[config.mk]
export PLATFORM = sky130hd
export DESIGN_NAME = slrx_top
export DESIGN_NICKNAME = d
export VERILOG_FILES = /design/src/design/slrx_pkg.sv /design/src/design/slrx_top.sv
export SDC_FILE = /design/constraint.sdc
export NUM_CORES = 1
export LEC_CHECK = 0
export ABC_AREA = 1
export BUFFER_PORTS_ARGS = -buffer_cell sky130_fd_sc_hd__buf_4
export CORE_MARGIN = 3
export CORE_UTILIZATION = 45
export CTS_CLUSTER_SIZE = 14
export DETAILED_ROUTE_END_ITERATION = 7
export PLACE_DENSITY = 0.67
export SLEW_MARGIN = 30
export SYNTH_ARGS = -nofsm -noshare
export SYNTH_HDL_FRONTEND = slang
export SYNTH_SLANG_ARGS = --single-unit
[constraint.sdc]
create_clock -name CLK_SYS -period 11.3 [get_ports CLK_SYS]
set_input_delay 3.39 -clock CLK_SYS [delete_from_list [all_inputs] [get_ports CLK_SYS]]
set_output_delay 3.39 -clock CLK_SYS [all_outputs]
set_load 0.03 [all_outputs]
[src/design/slrx_pkg.sv]
// Shared constants and types for the serial link receive status block.
package slrx_pkg;
    // Register byte offsets on the Avalon-MM slave.
    localparam logic [4:0] OFS_CTRL = 5'h00;
    localparam logic [4:0] OFS_STATUS = 5'h04;
    localparam logic [4:0] OFS_IRQ_STATUS = 5'h08;
    localparam logic [4:0] OFS_IRQ_MASK = 5'h0C;
    localparam logic [4:0] OFS_ERR_COUNT = 5'h10;
    // Control register field positions.
    localparam int CTRL_WIDE = 0;
    localparam int CTRL_LOOP = 1;
    localparam int CTRL_EXTRA = 2;
    localparam int CTRL_RATE_LO = 3;
    localparam int CTRL_RATE_HI = 4;
    localparam int CTRL_EQ = 5;
    localparam int CTRL_BITS = 6;
    localparam logic [5:0] CTRL_RESET = 6'h00;
    // Interrupt status and mask bit positions.
    localparam int IRQ_ERROR = 0;
    localparam int IRQ_LINK_UP = 1;
    localparam int IRQ_LINK_DOWN = 2;
    localparam int IRQ_CONTROL = 3;
    localparam int IRQ_BITS = 4;
    localparam logic [3:0] IRQ_RESET = 4'h0;
    // Coded frame layout: kind field, flag bit and payload.
    localparam int FRAME_BITS = 24;
    localparam int KIND_LSB = 21;
    localparam int FLAG_POS = 20;
    localparam int WORD_BITS = 20;
    localparam int NARROW_BITS = 16;
    localparam int SYNC_STAGES = 3;
    // Frame kinds carried in the coded frame.
    typedef enum logic [2:0] {
        KIND_DATA = 3'h0,
        KIND_CONTROL = 3'h1,
        KIND_FILL0 = 3'h2,
        KIND_FILL1A = 3'h3,
        KIND_FILL1B = 3'h4
    } slrx_kind_t;
    // Divider ratio codes driven to the oscillator divider chain.
    localparam logic [3:0] DIV_FULL = 4'h1;
    localparam logic [3:0] DIV_HALF = 4'h2;
    localparam logic [3:0] DIV_QUARTER = 4'h4;
    localparam logic [3:0] DIV_EIGHTH = 4'h8;
endpackage : slrx_pkg

[src/design/slrx_top.sv]
// Receive-side frame status, link ready and register logic.
//
// The implementer's own choices: the register offsets and the Avalon-MM interface to the registers.
`timescale 1ns/1ps

// How it works
// (RULE1) Link-up from the state machine is retimed on the recovered frame clock and driven out inverted as link ready.
// (RULE2) A received control frame drives the active-low control indication low.
// (RULE3) In wide mode all twenty word bits are output, otherwise sixteen and the top four are driven low.
// (RULE4) A received data frame drives the active-low data indication low.
// (RULE5) User logic captures the word on the rising edge of the recovered frame clock.
// (RULE6) User logic qualifies the data indication with link ready.
// (RULE7) Loopback select takes frames from the loopback input instead of the line input.
// (RULE8) The two rate bits select a divider ratio of one, two, four or eight.
// (RULE9) Any frame that is not a valid data, control or fill frame raises the error output.
// (RULE10) Without extra-bit mode the flag must alternate across data frames, and a repeat raises the error output.
// (RULE11) Frequency-detector-off turns the frequency detector off and the phase detector on.
// (RULE12) With no data, control or error indication the frame is a fill frame and fill type is high for both type-one fills.
// (RULE13) The flag output carries the received flag bit in both modes.
// (RULE14) All parallel outputs change together so they can be sampled on one rising edge.
// (RULE15) The state machine status inputs drive the transmitter controls, the detector control and link-up.
// (RULE16) While the state machine is in reset, link ready is off and the indications are held inactive.
module slrx_top (
    // System clock and reset.
    input wire logic CLK_SYS,
    input wire logic RST,
    // Avalon-MM register slave.
    input wire logic [4:0] ADDRESS,
    input wire logic READ,
    input wire logic WRITE,
    input wire logic [31:0] WRITEDATA,
    output logic [31:0] READDATA,
    output logic WAITREQUEST,
    output logic IRQ,
    // Link side inputs, all asynchronous to CLK_SYS.
    input wire logic RECOVERED_FRAME_CLOCK,
    input wire logic [23:0] LINE_FRAME,
    input wire logic [23:0] LOOP_FRAME,
    input wire logic SM_STATE_OUT_LO,
    input wire logic SM_STATE_OUT_HI,
    input wire logic SM_RESET_N,
    // Parallel outputs.
    output logic [19:0] RX_PARALLEL_WORD,
    output logic FLAG,
    output logic DATA_FRAME_VALID_N,
    output logic CONTROL_FRAME_VALID_N,
    output logic FILL_TYPE,
    output logic ERROR,
    output logic LINK_READY_N,
    // Analog and transmitter controls.
    output logic TX_ENABLE_DATA,
    output logic TX_FILL_SELECT,
    output logic FREQ_DETECTOR_ON,
    output logic PHASE_DETECTOR_ON,
    output logic LOOPBACK_SELECT,
    output logic EQUALIZER_ON,
    output logic [3:0] RATE_DIVIDE
);
    localparam int FB = slrx_pkg::FRAME_BITS;
    localparam int KL = slrx_pkg::KIND_LSB;

    // True for a kind code that names a valid frame.
    function automatic logic kind_ok(input logic [2:0] k);
        kind_ok = (k <= 3'(slrx_pkg::KIND_FILL1B));
    endfunction : kind_ok

    // Three-stage synchronisers for every link-side input.
    logic [FB-1:0] line_s1_q, line_s2_q, line_s3_q;
    logic [FB-1:0] loop_s1_q, loop_s2_q, loop_s3_q;
    logic [3:0] pin_s1_q, pin_s2_q, pin_s3_q;
    always_ff @(posedge CLK_SYS or posedge RST)
    begin
        if (RST)
        begin
            line_s1_q <= '0;
            line_s2_q <= '0;
            line_s3_q <= '0;
            loop_s1_q <= '0;
            loop_s2_q <= '0;
            loop_s3_q <= '0;
            pin_s1_q <= 4'h0;
            pin_s2_q <= 4'h0;
            pin_s3_q <= 4'h0;
        end
        else
        begin
            line_s1_q <= LINE_FRAME;
            line_s2_q <= line_s1_q;
            line_s3_q <= line_s2_q;
            loop_s1_q <= LOOP_FRAME;
            loop_s2_q <= loop_s1_q;
            loop_s3_q <= loop_s2_q;
            pin_s1_q <= {RECOVERED_FRAME_CLOCK, SM_STATE_OUT_HI,
                         SM_STATE_OUT_LO, SM_RESET_N};
            pin_s2_q <= pin_s1_q;
            pin_s3_q <= pin_s2_q;
        end
    end

    // Debounced levels: a pin counts once stages two and three agree.
    logic [3:0] pin_lvl_q;
    always_ff @(posedge CLK_SYS or posedge RST)
    begin
        if (RST)
            pin_lvl_q <= 4'h0;
        else
            pin_lvl_q <= (pin_s3_q & ~(pin_s2_q ^ pin_s3_q))
                       | (pin_lvl_q & (pin_s2_q ^ pin_s3_q));
    end

    logic frame_edge, sm_in_reset, link_up, fd_off;
    // A recovered clock rise is seen when both late stages read high.
    assign frame_edge = pin_s2_q[3] & pin_s3_q[3] & ~pin_lvl_q[3];
    assign sm_in_reset = ~pin_lvl_q[0];
    assign fd_off = pin_lvl_q[1];
    assign link_up = pin_lvl_q[2];

    // Control register and the pins it steers.
    logic [slrx_pkg::CTRL_BITS-1:0] ctrl_q;
    logic [1:0] rate;
    logic [FB-1:0] frame;
    logic [2:0] kind;
    logic flag_in, bad_kind;
    assign rate = ctrl_q[slrx_pkg::CTRL_RATE_HI:slrx_pkg::CTRL_RATE_LO];
    assign frame = ctrl_q[slrx_pkg::CTRL_LOOP] ? loop_s3_q
                                               : line_s3_q; // RULE7
    assign kind = frame[KL+2:KL];
    assign flag_in = frame[slrx_pkg::FLAG_POS];
    assign bad_kind = ~kind_ok(kind);

    // Static controls follow the register and the state machine pins.
    always_ff @(posedge CLK_SYS or posedge RST)
    begin
        if (RST)
        begin
            LOOPBACK_SELECT <= 1'b0;
            EQUALIZER_ON <= 1'b0;
            RATE_DIVIDE <= slrx_pkg::DIV_FULL;
            TX_ENABLE_DATA <= 1'b0;
            TX_FILL_SELECT <= 1'b0;
            FREQ_DETECTOR_ON <= 1'b1;
            PHASE_DETECTOR_ON <= 1'b0;
        end
        else
        begin
            LOOPBACK_SELECT <= ctrl_q[slrx_pkg::CTRL_LOOP]; // RULE7
            EQUALIZER_ON <= ctrl_q[slrx_pkg::CTRL_EQ];
            case (rate) // RULE8
                2'h0: RATE_DIVIDE <= slrx_pkg::DIV_FULL;
                2'h1: RATE_DIVIDE <= slrx_pkg::DIV_HALF;
                2'h2: RATE_DIVIDE <= slrx_pkg::DIV_QUARTER;
                default: RATE_DIVIDE <= slrx_pkg::DIV_EIGHTH;
            endcase
            TX_ENABLE_DATA <= link_up; // RULE15
            TX_FILL_SELECT <= fd_off; // RULE15
            FREQ_DETECTOR_ON <= ~fd_off; // RULE11
            PHASE_DETECTOR_ON <= fd_off; // RULE11
        end
    end

    // Parallel outputs all move on one recovered clock rise.
    logic last_flag_q, have_flag_q, alt_err;
    assign alt_err = ~ctrl_q[slrx_pkg::CTRL_EXTRA] & have_flag_q
                   & (kind == 3'(slrx_pkg::KIND_DATA))
                   & (flag_in == last_flag_q); // RULE10
    always_ff @(posedge CLK_SYS or posedge RST)
    begin
        if (RST)
        begin
            RX_PARALLEL_WORD <= '0;
            FLAG <= 1'b0;
            DATA_FRAME_VALID_N <= 1'b1;
            CONTROL_FRAME_VALID_N <= 1'b1;
            FILL_TYPE <= 1'b0;
            ERROR <= 1'b0;
            LINK_READY_N <= 1'b1;
            last_flag_q <= 1'b0;
            have_flag_q <= 1'b0;
        end
        else if (sm_in_reset)
        begin
            // Indications are meaningless until the state machine runs.
            DATA_FRAME_VALID_N <= 1'b1; // RULE16
            CONTROL_FRAME_VALID_N <= 1'b1; // RULE16
            ERROR <= 1'b0; // RULE16
            LINK_READY_N <= 1'b1; // RULE16
            have_flag_q <= 1'b0;
        end
        else if (frame_edge)
        begin
            RX_PARALLEL_WORD[15:0] <= frame[15:0]; // RULE14
            RX_PARALLEL_WORD[19:16] <= ctrl_q[slrx_pkg::CTRL_WIDE]
                                     ? frame[19:16] : 4'h0; // RULE3
            FLAG <= flag_in; // RULE13
            DATA_FRAME_VALID_N <= kind != 3'(slrx_pkg::KIND_DATA); // RULE4
            CONTROL_FRAME_VALID_N <=
                kind != 3'(slrx_pkg::KIND_CONTROL); // RULE2
            FILL_TYPE <= (kind == 3'(slrx_pkg::KIND_FILL1A))
                       | (kind == 3'(slrx_pkg::KIND_FILL1B)); // RULE12
            ERROR <= bad_kind | alt_err; // RULE9 RULE10
            LINK_READY_N <= ~link_up; // RULE1
            if (kind == 3'(slrx_pkg::KIND_DATA))
            begin
                last_flag_q <= flag_in;
                have_flag_q <= 1'b1;
            end
        end
    end

    // Interrupt events: error and control sampled on their frame edge, link up and down on a change of link ready.
    logic [slrx_pkg::IRQ_BITS-1:0] ev, irq_st_q, irq_mask_q;
    logic link_prev_q, acc, rd_hit;
    assign acc = (READ | WRITE) & ~WAITREQUEST;
    assign rd_hit = READ & acc & (ADDRESS == slrx_pkg::OFS_IRQ_STATUS);
    always_comb
    begin
        ev = '0;
        ev[slrx_pkg::IRQ_ERROR] = frame_edge & ~sm_in_reset
                                & (bad_kind | alt_err);
        ev[slrx_pkg::IRQ_CONTROL] = frame_edge & ~sm_in_reset
                                  & (kind == 3'(slrx_pkg::KIND_CONTROL));
        ev[slrx_pkg::IRQ_LINK_UP] = ~LINK_READY_N & ~link_prev_q;
        ev[slrx_pkg::IRQ_LINK_DOWN] = LINK_READY_N & link_prev_q;
    end

    // Sticky status: a read clears it, but a new event wins.
    always_ff @(posedge CLK_SYS or posedge RST)
    begin
        if (RST)
        begin
            irq_st_q <= slrx_pkg::IRQ_RESET;
            link_prev_q <= 1'b0;
            IRQ <= 1'b0;
        end
        else
        begin
            irq_st_q <= (rd_hit ? '0 : irq_st_q) | ev;
            link_prev_q <= ~LINK_READY_N;
            IRQ <= |(((rd_hit ? '0 : irq_st_q) | ev) & irq_mask_q);
        end
    end

    // Error counter, saturating, cleared by any write to it.
    logic [15:0] err_cnt_q;
    always_ff @(posedge CLK_SYS or posedge RST)
    begin
        if (RST)
            err_cnt_q <= 16'h0000;
        else if (WRITE & acc & (ADDRESS == slrx_pkg::OFS_ERR_COUNT))
            err_cnt_q <= 16'h0000;
        else if (ev[slrx_pkg::IRQ_ERROR] & (err_cnt_q != 16'hFFFF))
            err_cnt_q <= err_cnt_q + 16'h0001;
    end

    // Writable registers take effect on the accepting edge only.
    always_ff @(posedge CLK_SYS or posedge RST)
    begin
        if (RST)
        begin
            ctrl_q <= slrx_pkg::CTRL_RESET;
            irq_mask_q <= slrx_pkg::IRQ_RESET;
        end
        else if (WRITE & acc)
        begin
            if (ADDRESS == slrx_pkg::OFS_CTRL)
                ctrl_q <= WRITEDATA[slrx_pkg::CTRL_BITS-1:0];
            if (ADDRESS == slrx_pkg::OFS_IRQ_MASK)
                irq_mask_q <= WRITEDATA[slrx_pkg::IRQ_BITS-1:0];
        end
    end

    // Bus answer one cycle after the request; waitrequest rests high.
    always_ff @(posedge CLK_SYS or posedge RST)
    begin
        if (RST)
        begin
            WAITREQUEST <= 1'b1;
            READDATA <= 32'h0000_0000;
        end
        else if ((READ | WRITE) & WAITREQUEST)
        begin
            WAITREQUEST <= 1'b0;
            case (ADDRESS)
                slrx_pkg::OFS_CTRL: READDATA <= {26'h0, ctrl_q};
                slrx_pkg::OFS_STATUS:
                    READDATA <= {25'h0, FLAG, kind, sm_in_reset,
                                 fd_off, ~LINK_READY_N};
                slrx_pkg::OFS_IRQ_STATUS: READDATA <= {28'h0, irq_st_q | ev};
                slrx_pkg::OFS_IRQ_MASK: READDATA <= {28'h0, irq_mask_q};
                slrx_pkg::OFS_ERR_COUNT: READDATA <= {16'h0, err_cnt_q};
                default: READDATA <= 32'h0000_0000;
            endcase
        end
        else
            WAITREQUEST <= 1'b1;
    end
endmodule : slrx_top

Word level (Yosys, flattened, before mapping)
Index checks and enable logic that the tools add are counted.
{"block": "word_totals", "regBits": 262, "in_bits": 93}
{"block": "classes", "n_addsub": 1, "n_lt_le_gt_ge": 1, "n_eq_ne": 14, "mux": 19, "bitwise": 37, "n_reduce_logical": 11}
{"operator": "$pmux W16 S5", "count": 1}
{"operator": "$mux W16", "count": 2}
{"operator": "$mux W24", "count": 1}
{"operator": "$and A1 B1 Y1", "count": 17}
{"operator": "$add A16 B1 Y16 const B", "count": 1}
{"operator": "$ne A16 B16 Y1 const B", "count": 1}
{"operator": "$and A4 B4 Y4", "count": 3}
{"operator": "$mux W1", "count": 12}
{"operator": "$or A4 B4 Y4", "count": 3}
{"operator": "$pmux W4 S3", "count": 1}
{"operator": "$eq A5 B4 Y1 const B", "count": 2}
{"operator": "$not A1 Y1", "count": 9}
{"operator": "$mux W4", "count": 2}
{"operator": "$reduce_and A2 Y1", "count": 4}
{"operator": "$eq A5 B3 Y1 const B", "count": 1}
{"operator": "$eq A5 B5 Y1 const B", "count": 1}
{"operator": "$logic_not A5 Y1", "count": 1}
{"operator": "$ne A2 B1 Y1 const B", "count": 2}
{"operator": "$not A4 Y4", "count": 1}
{"operator": "$reduce_or A4 Y1", "count": 1}
{"operator": "$xor A4 B4 Y4", "count": 1}
{"operator": "$eq A3 B1 Y1 const B", "count": 1}
{"operator": "$eq A3 B2 Y1 const B", "count": 1}
{"operator": "$eq A3 B3 Y1 const B", "count": 1}
{"operator": "other kinds (11)", "count": 13}

Longest topological paths before layout
{"block": "depth", "ltp_word": 9, "ltp_mapped": 15}

Worst setup path before layout
No wires, ideal clock.
{"block": "synth_timing", "path_kind": "input to register", "start": "input port ADDRESS[1]", "end": "register err_cnt_q[10]", "setup_ps": 117, "arrival_ps": 4573, "required_ps": 11183, "setup_slack_ps": 6610, "path_stages": 9, "path_buffers": 1, "cell_sequence": "nor2_1 nand3_1 inv_1 nand2_2 inv_1 buf_2 nor2_1 nand2_1 nand2_1"}
{"block": "synth_between", "elab_chain_cells": 3}
{"element": "from (decl)", "line_no": "slrx_top.sv:28", "rtl": "input wire logic [4:0] ADDRESS,"}
{"element": "$eq A5 B5 Y1 (*)", "line_no": "slrx_top.sv:249", "rtl": "else if (WRITE & acc & (ADDRESS == slrx_pkg::OFS_ERR_COUNT))"}
{"element": "$and A1 B1 Y1 (*)", "line_no": "slrx_top.sv:249"}
{"element": "$mux W16 or $reduce_bool A2 Y1 (tied branches)"}
{"element": "to (signal assigned)", "line_no": "slrx_top.sv:252", "rtl": "err_cnt_q <= err_cnt_q + 16'h0001;"}
{"element": "to (decl)", "line_no": "slrx_top.sv:244", "rtl": "logic [15:0] err_cnt_q;"}
Every way passes the cells marked *; elsewhere a longest branch is shown, timed or not.
A chain may end at the register's enable or synchronous reset.

Final worst setup path
{"block": "layout_timing", "start": "input port ADDRESS[1]", "end": "register err_cnt_q[11]"}
The elaborated chain is that of the path after synthesis.

==> metrics.md <==
| Metric | Value |
|---|---|
| Vias/cell | `4.72` |
| Status | `complete, no violations` |
| Setup Buffers After CTS | `0` |
| CP Capture Type | `register` |
| CP max stage cell | `inv_1` |
| Tot GR Track Use | `15.5%` |
| Drt first pass iters | `4` |
| H-tree Lvls | `1` |
| Final hold violation count | `0` |
| Syn avg cell area | `12.0 um2` |
| Slew HR | `51.5%` |
| N_diodes | `0` |
| Sink Count | `246` |
| Slew Limit Fails | `0` |
| Die Footprint | `0.0203 mm2` |
| Fmax | `189 MHz` |
| Global-route wire length before repair | `25,300 um` |
| Post-Place Worst Slack | `5.54 ns` |
| Top-area cell type share of the netlist area | `71.8%` |
| Drt total wl | `15,500 um` |
| Maximum Capacitance Violations | `0` |
| Die height | `142 um` |
| Clock Root Buffer | `clkbuf_16` |
| Post-layout worst setup margin | `6.02 ns` |
| RSZ-0062 raised after global routing | `false` |
| Setup Viol. Count Final | `0` |
| Post-route cell area | `0.0103 mm2` |
| First DRT Iteration DRCs | `370` |
| Mapped cell area | `0.00836 mm2` |
| Crit Path Category | `in2reg` |
| DRC Markers | `0` |
| Post-synth cell types | `37` |
| DP Cell Count | `1,034` |
| Power Total | `2.27 mW` |
| Path depth of the worst reg2reg path | `11` |
| Non-filler instance count after layout | `1,078` |
| Most common cell after layout, fill and taps aside | `dfrtp_1` |
| Bufs on Longest Clock Path | `3` |
| Standard-cell rows | `49` |
| Clock latency on the worst-skew pair | `0.52 ns` |
| WL per Instance | `14.3 um` |
| Seq/Total Area, Yosys | `73.7%` |
| Ratio of cells with drive above 1 in the final layout | `21.7%` |
| Clk_skew | `0.00784 ns` |
| CTS tree | `done` |
| Fin crit share | `46.7%` |
| Routed Antenna Nets | `0` |
| Io pins | `163` |
| DR vias | `5,084` |
| Pwr per Cell Area | `221 mW/mm2` |
| Number of port buffers | `120` |
| Die width | `142 um` |
| Fin util | `57.0%` |
| Pin count of the biggest net entering global routing | `116` |
| Initial antenna violation count | `0` |
| Largest stage delay, worst path | `0.51 ns` |
| Required time worst endpoint | `11.71 ns` |
| Syn. warnings | `0` |
| GRT overflow | `0` |
| Vias in the first global route | `4,995` |
| Total negative slack | `0 ns` |
| GP Congestion | `0.840` |
| Synth area leader | `dfrtp_1` |
| Reg clk slew, reported paths | `0.06 ns` |
| Nets | `927` |
| Area grow syn2layout | `23.2%` |
| Hold crit path type | `reg2reg` |
| Critical path origin | `ADDRESS[1]` |
| Leak pwr | `5.14 nW` |
| Hpwl dp | `10,200 um` |
| Hold path depth | `0` |
| CTS Buf Count | `25` |
| Commonest cells after routing, fill and taps aside | `dfrtp_1 (239), nand2_1 (151), buf_4 (123), nor2_1 (63), inv_1 (57)` |
| VDD IR-drop max | `0.156 mV` |
| Startpoint types | `input pin` |
| # fillers | `1,510` |
| Tmin final | `5.28 ns` |
| Post-CTS sizing | `0` |
| Cell Area, Placed | `0.00944 mm2` |
| Worst-path cell chain | `buf_4, nor2_1, nand3_1, inv_1, nand2_2, inv_1, nor2_1, nand2_1, nand2_1` |
| Top post-synthesis cells by area | `dfrtp_1 (72%), nand2_1 (6.8%), nor2_1 (2.8%)` |
| Worst Hold Launch | `line_s2_q[9]$_DFF_PP0_` |
| Crit path max fanout | `18` |
| Worst R2R Start | `ctrl_q[1]$_DFFE_PP0P_` |
| Post-synthesis instance total | `699` |
| Tightest hold margin | `0.341 ns` |
| Seq cells post-synth | `246` |
| Hold_buf cts | `0` |
| Arrival @ worst endpoint | `5.69 ns` |
| Core area | `0.0181 mm2` |
| Worst slew pin tran | `0.728 ns` |
| Effective utilization at floorplan | `46.2%` |
## worst max-delay path, delay by kind of cell
| family | cells | cell delay, ns |
|---|---|---|
| simple gates | 6 | 1.34 |
| buf+inv | 3 | 0.95 |
## sequential cells by signal, summed over array words and instances, names as in the netlist, 6 cells and up, named ones only
| name | flops |
|---|---|
| ctrl_q | 6 |
| RX_PARALLEL_WORD | 20 |
| loop_s2_q | 24 |
| line_s1_q | 24 |
| loop_s1_q | 24 |
| READDATA | 16 |
| loop_s3_q | 24 |
| line_s3_q | 24 |
| line_s2_q | 24 |
| err_cnt_q | 16 |
## final cells by class
class	instances	area, um2	area share (%)
Sequential cell	246	6160	59.8
Clock inverter	10	173	1.68
Clock buffer	34	689	6.69
Inverter	60	233	2.26
Tap cell	229	287	2.78
Multi-Input combinational cell	375	1830	17.7
Timing Repair Buffer	124	935	9.07
## synthesized netlist by cell type
master     instances
nor3_4             1
o221ai_1           2
nand2_2            2
nand3b_2           1
inv_1             58
a22oi_1            1
o21a_1             1
o21ai_0           26
nor3b_1            1
o21ai_1            1
conb_1             1
dfrtp_1          240
buf_2              2
nand3_1           32
nor3_2             1
inv_2              2
clkbuf_1          11
nand2_4            1
dfstp_2            6
o31ai_1           24
nor2_1            63
mux2_2             2
or2_2              3
nand2_1          151
o2111ai_1          1
a21oi_1           11
o211ai_4           1
nand4_1            6
mux2i_1            4
buf_6              1
xor2_1             7
ha_1               2
xnor2_1            1
nor3_1             5
o22ai_1            5
maj3_1             3
buf_4             19
## cells by family after synthesis
kind of cell,Yosys count,share of synthesized area (%)
compound gates,73,5.55
xor+xnor,8,0.838
fa+ha+maj,5,0.658
buf+inv,93,5.15
flops,246,73.7
mux,6,0.748
other cells,1,0.0448
simple gates,267,13.3
## power breakdown
| group | internal, mW | leakage, nW | total (mW) | switching [mW] |
|---|---|---|---|---|
| clock network | 0.521 | 0.423 | 0.845 | 0.324 |
| logic | 0.135 | 1.78 | 0.366 | 0.231 |
| registers | 0.982 | 2.94 | 1.06 | 0.0790 |
| total | 1.64 | 5.14 | 2.27 | 0.634 |
## layer usage
layer	part of all wire, %	GRT usage, %
met1	42	21.5
met3	10	5.44
met4	1.7	4.00
met5	0	0
met2	46	23.8
## worst paths after layout
kind                                              to  slack [ns]
setup / recovery           err_cnt_q[11]$_DFFE_PP0P_        6.02
hold / removal                line_s3_q[9]$_DFF_PP0_        0.34
setup reg to reg            err_cnt_q[9]$_DFFE_PP0P_        8.73
hold reg to reg               line_s3_q[9]$_DFF_PP0_        0.34
max in group asynchronous   err_cnt_q[9]$_DFFE_PP0P_        7.09
min in group asynchronous     line_s1_q[4]$_DFF_PP0_        3.03
Power figures use the tool's default switching activity.
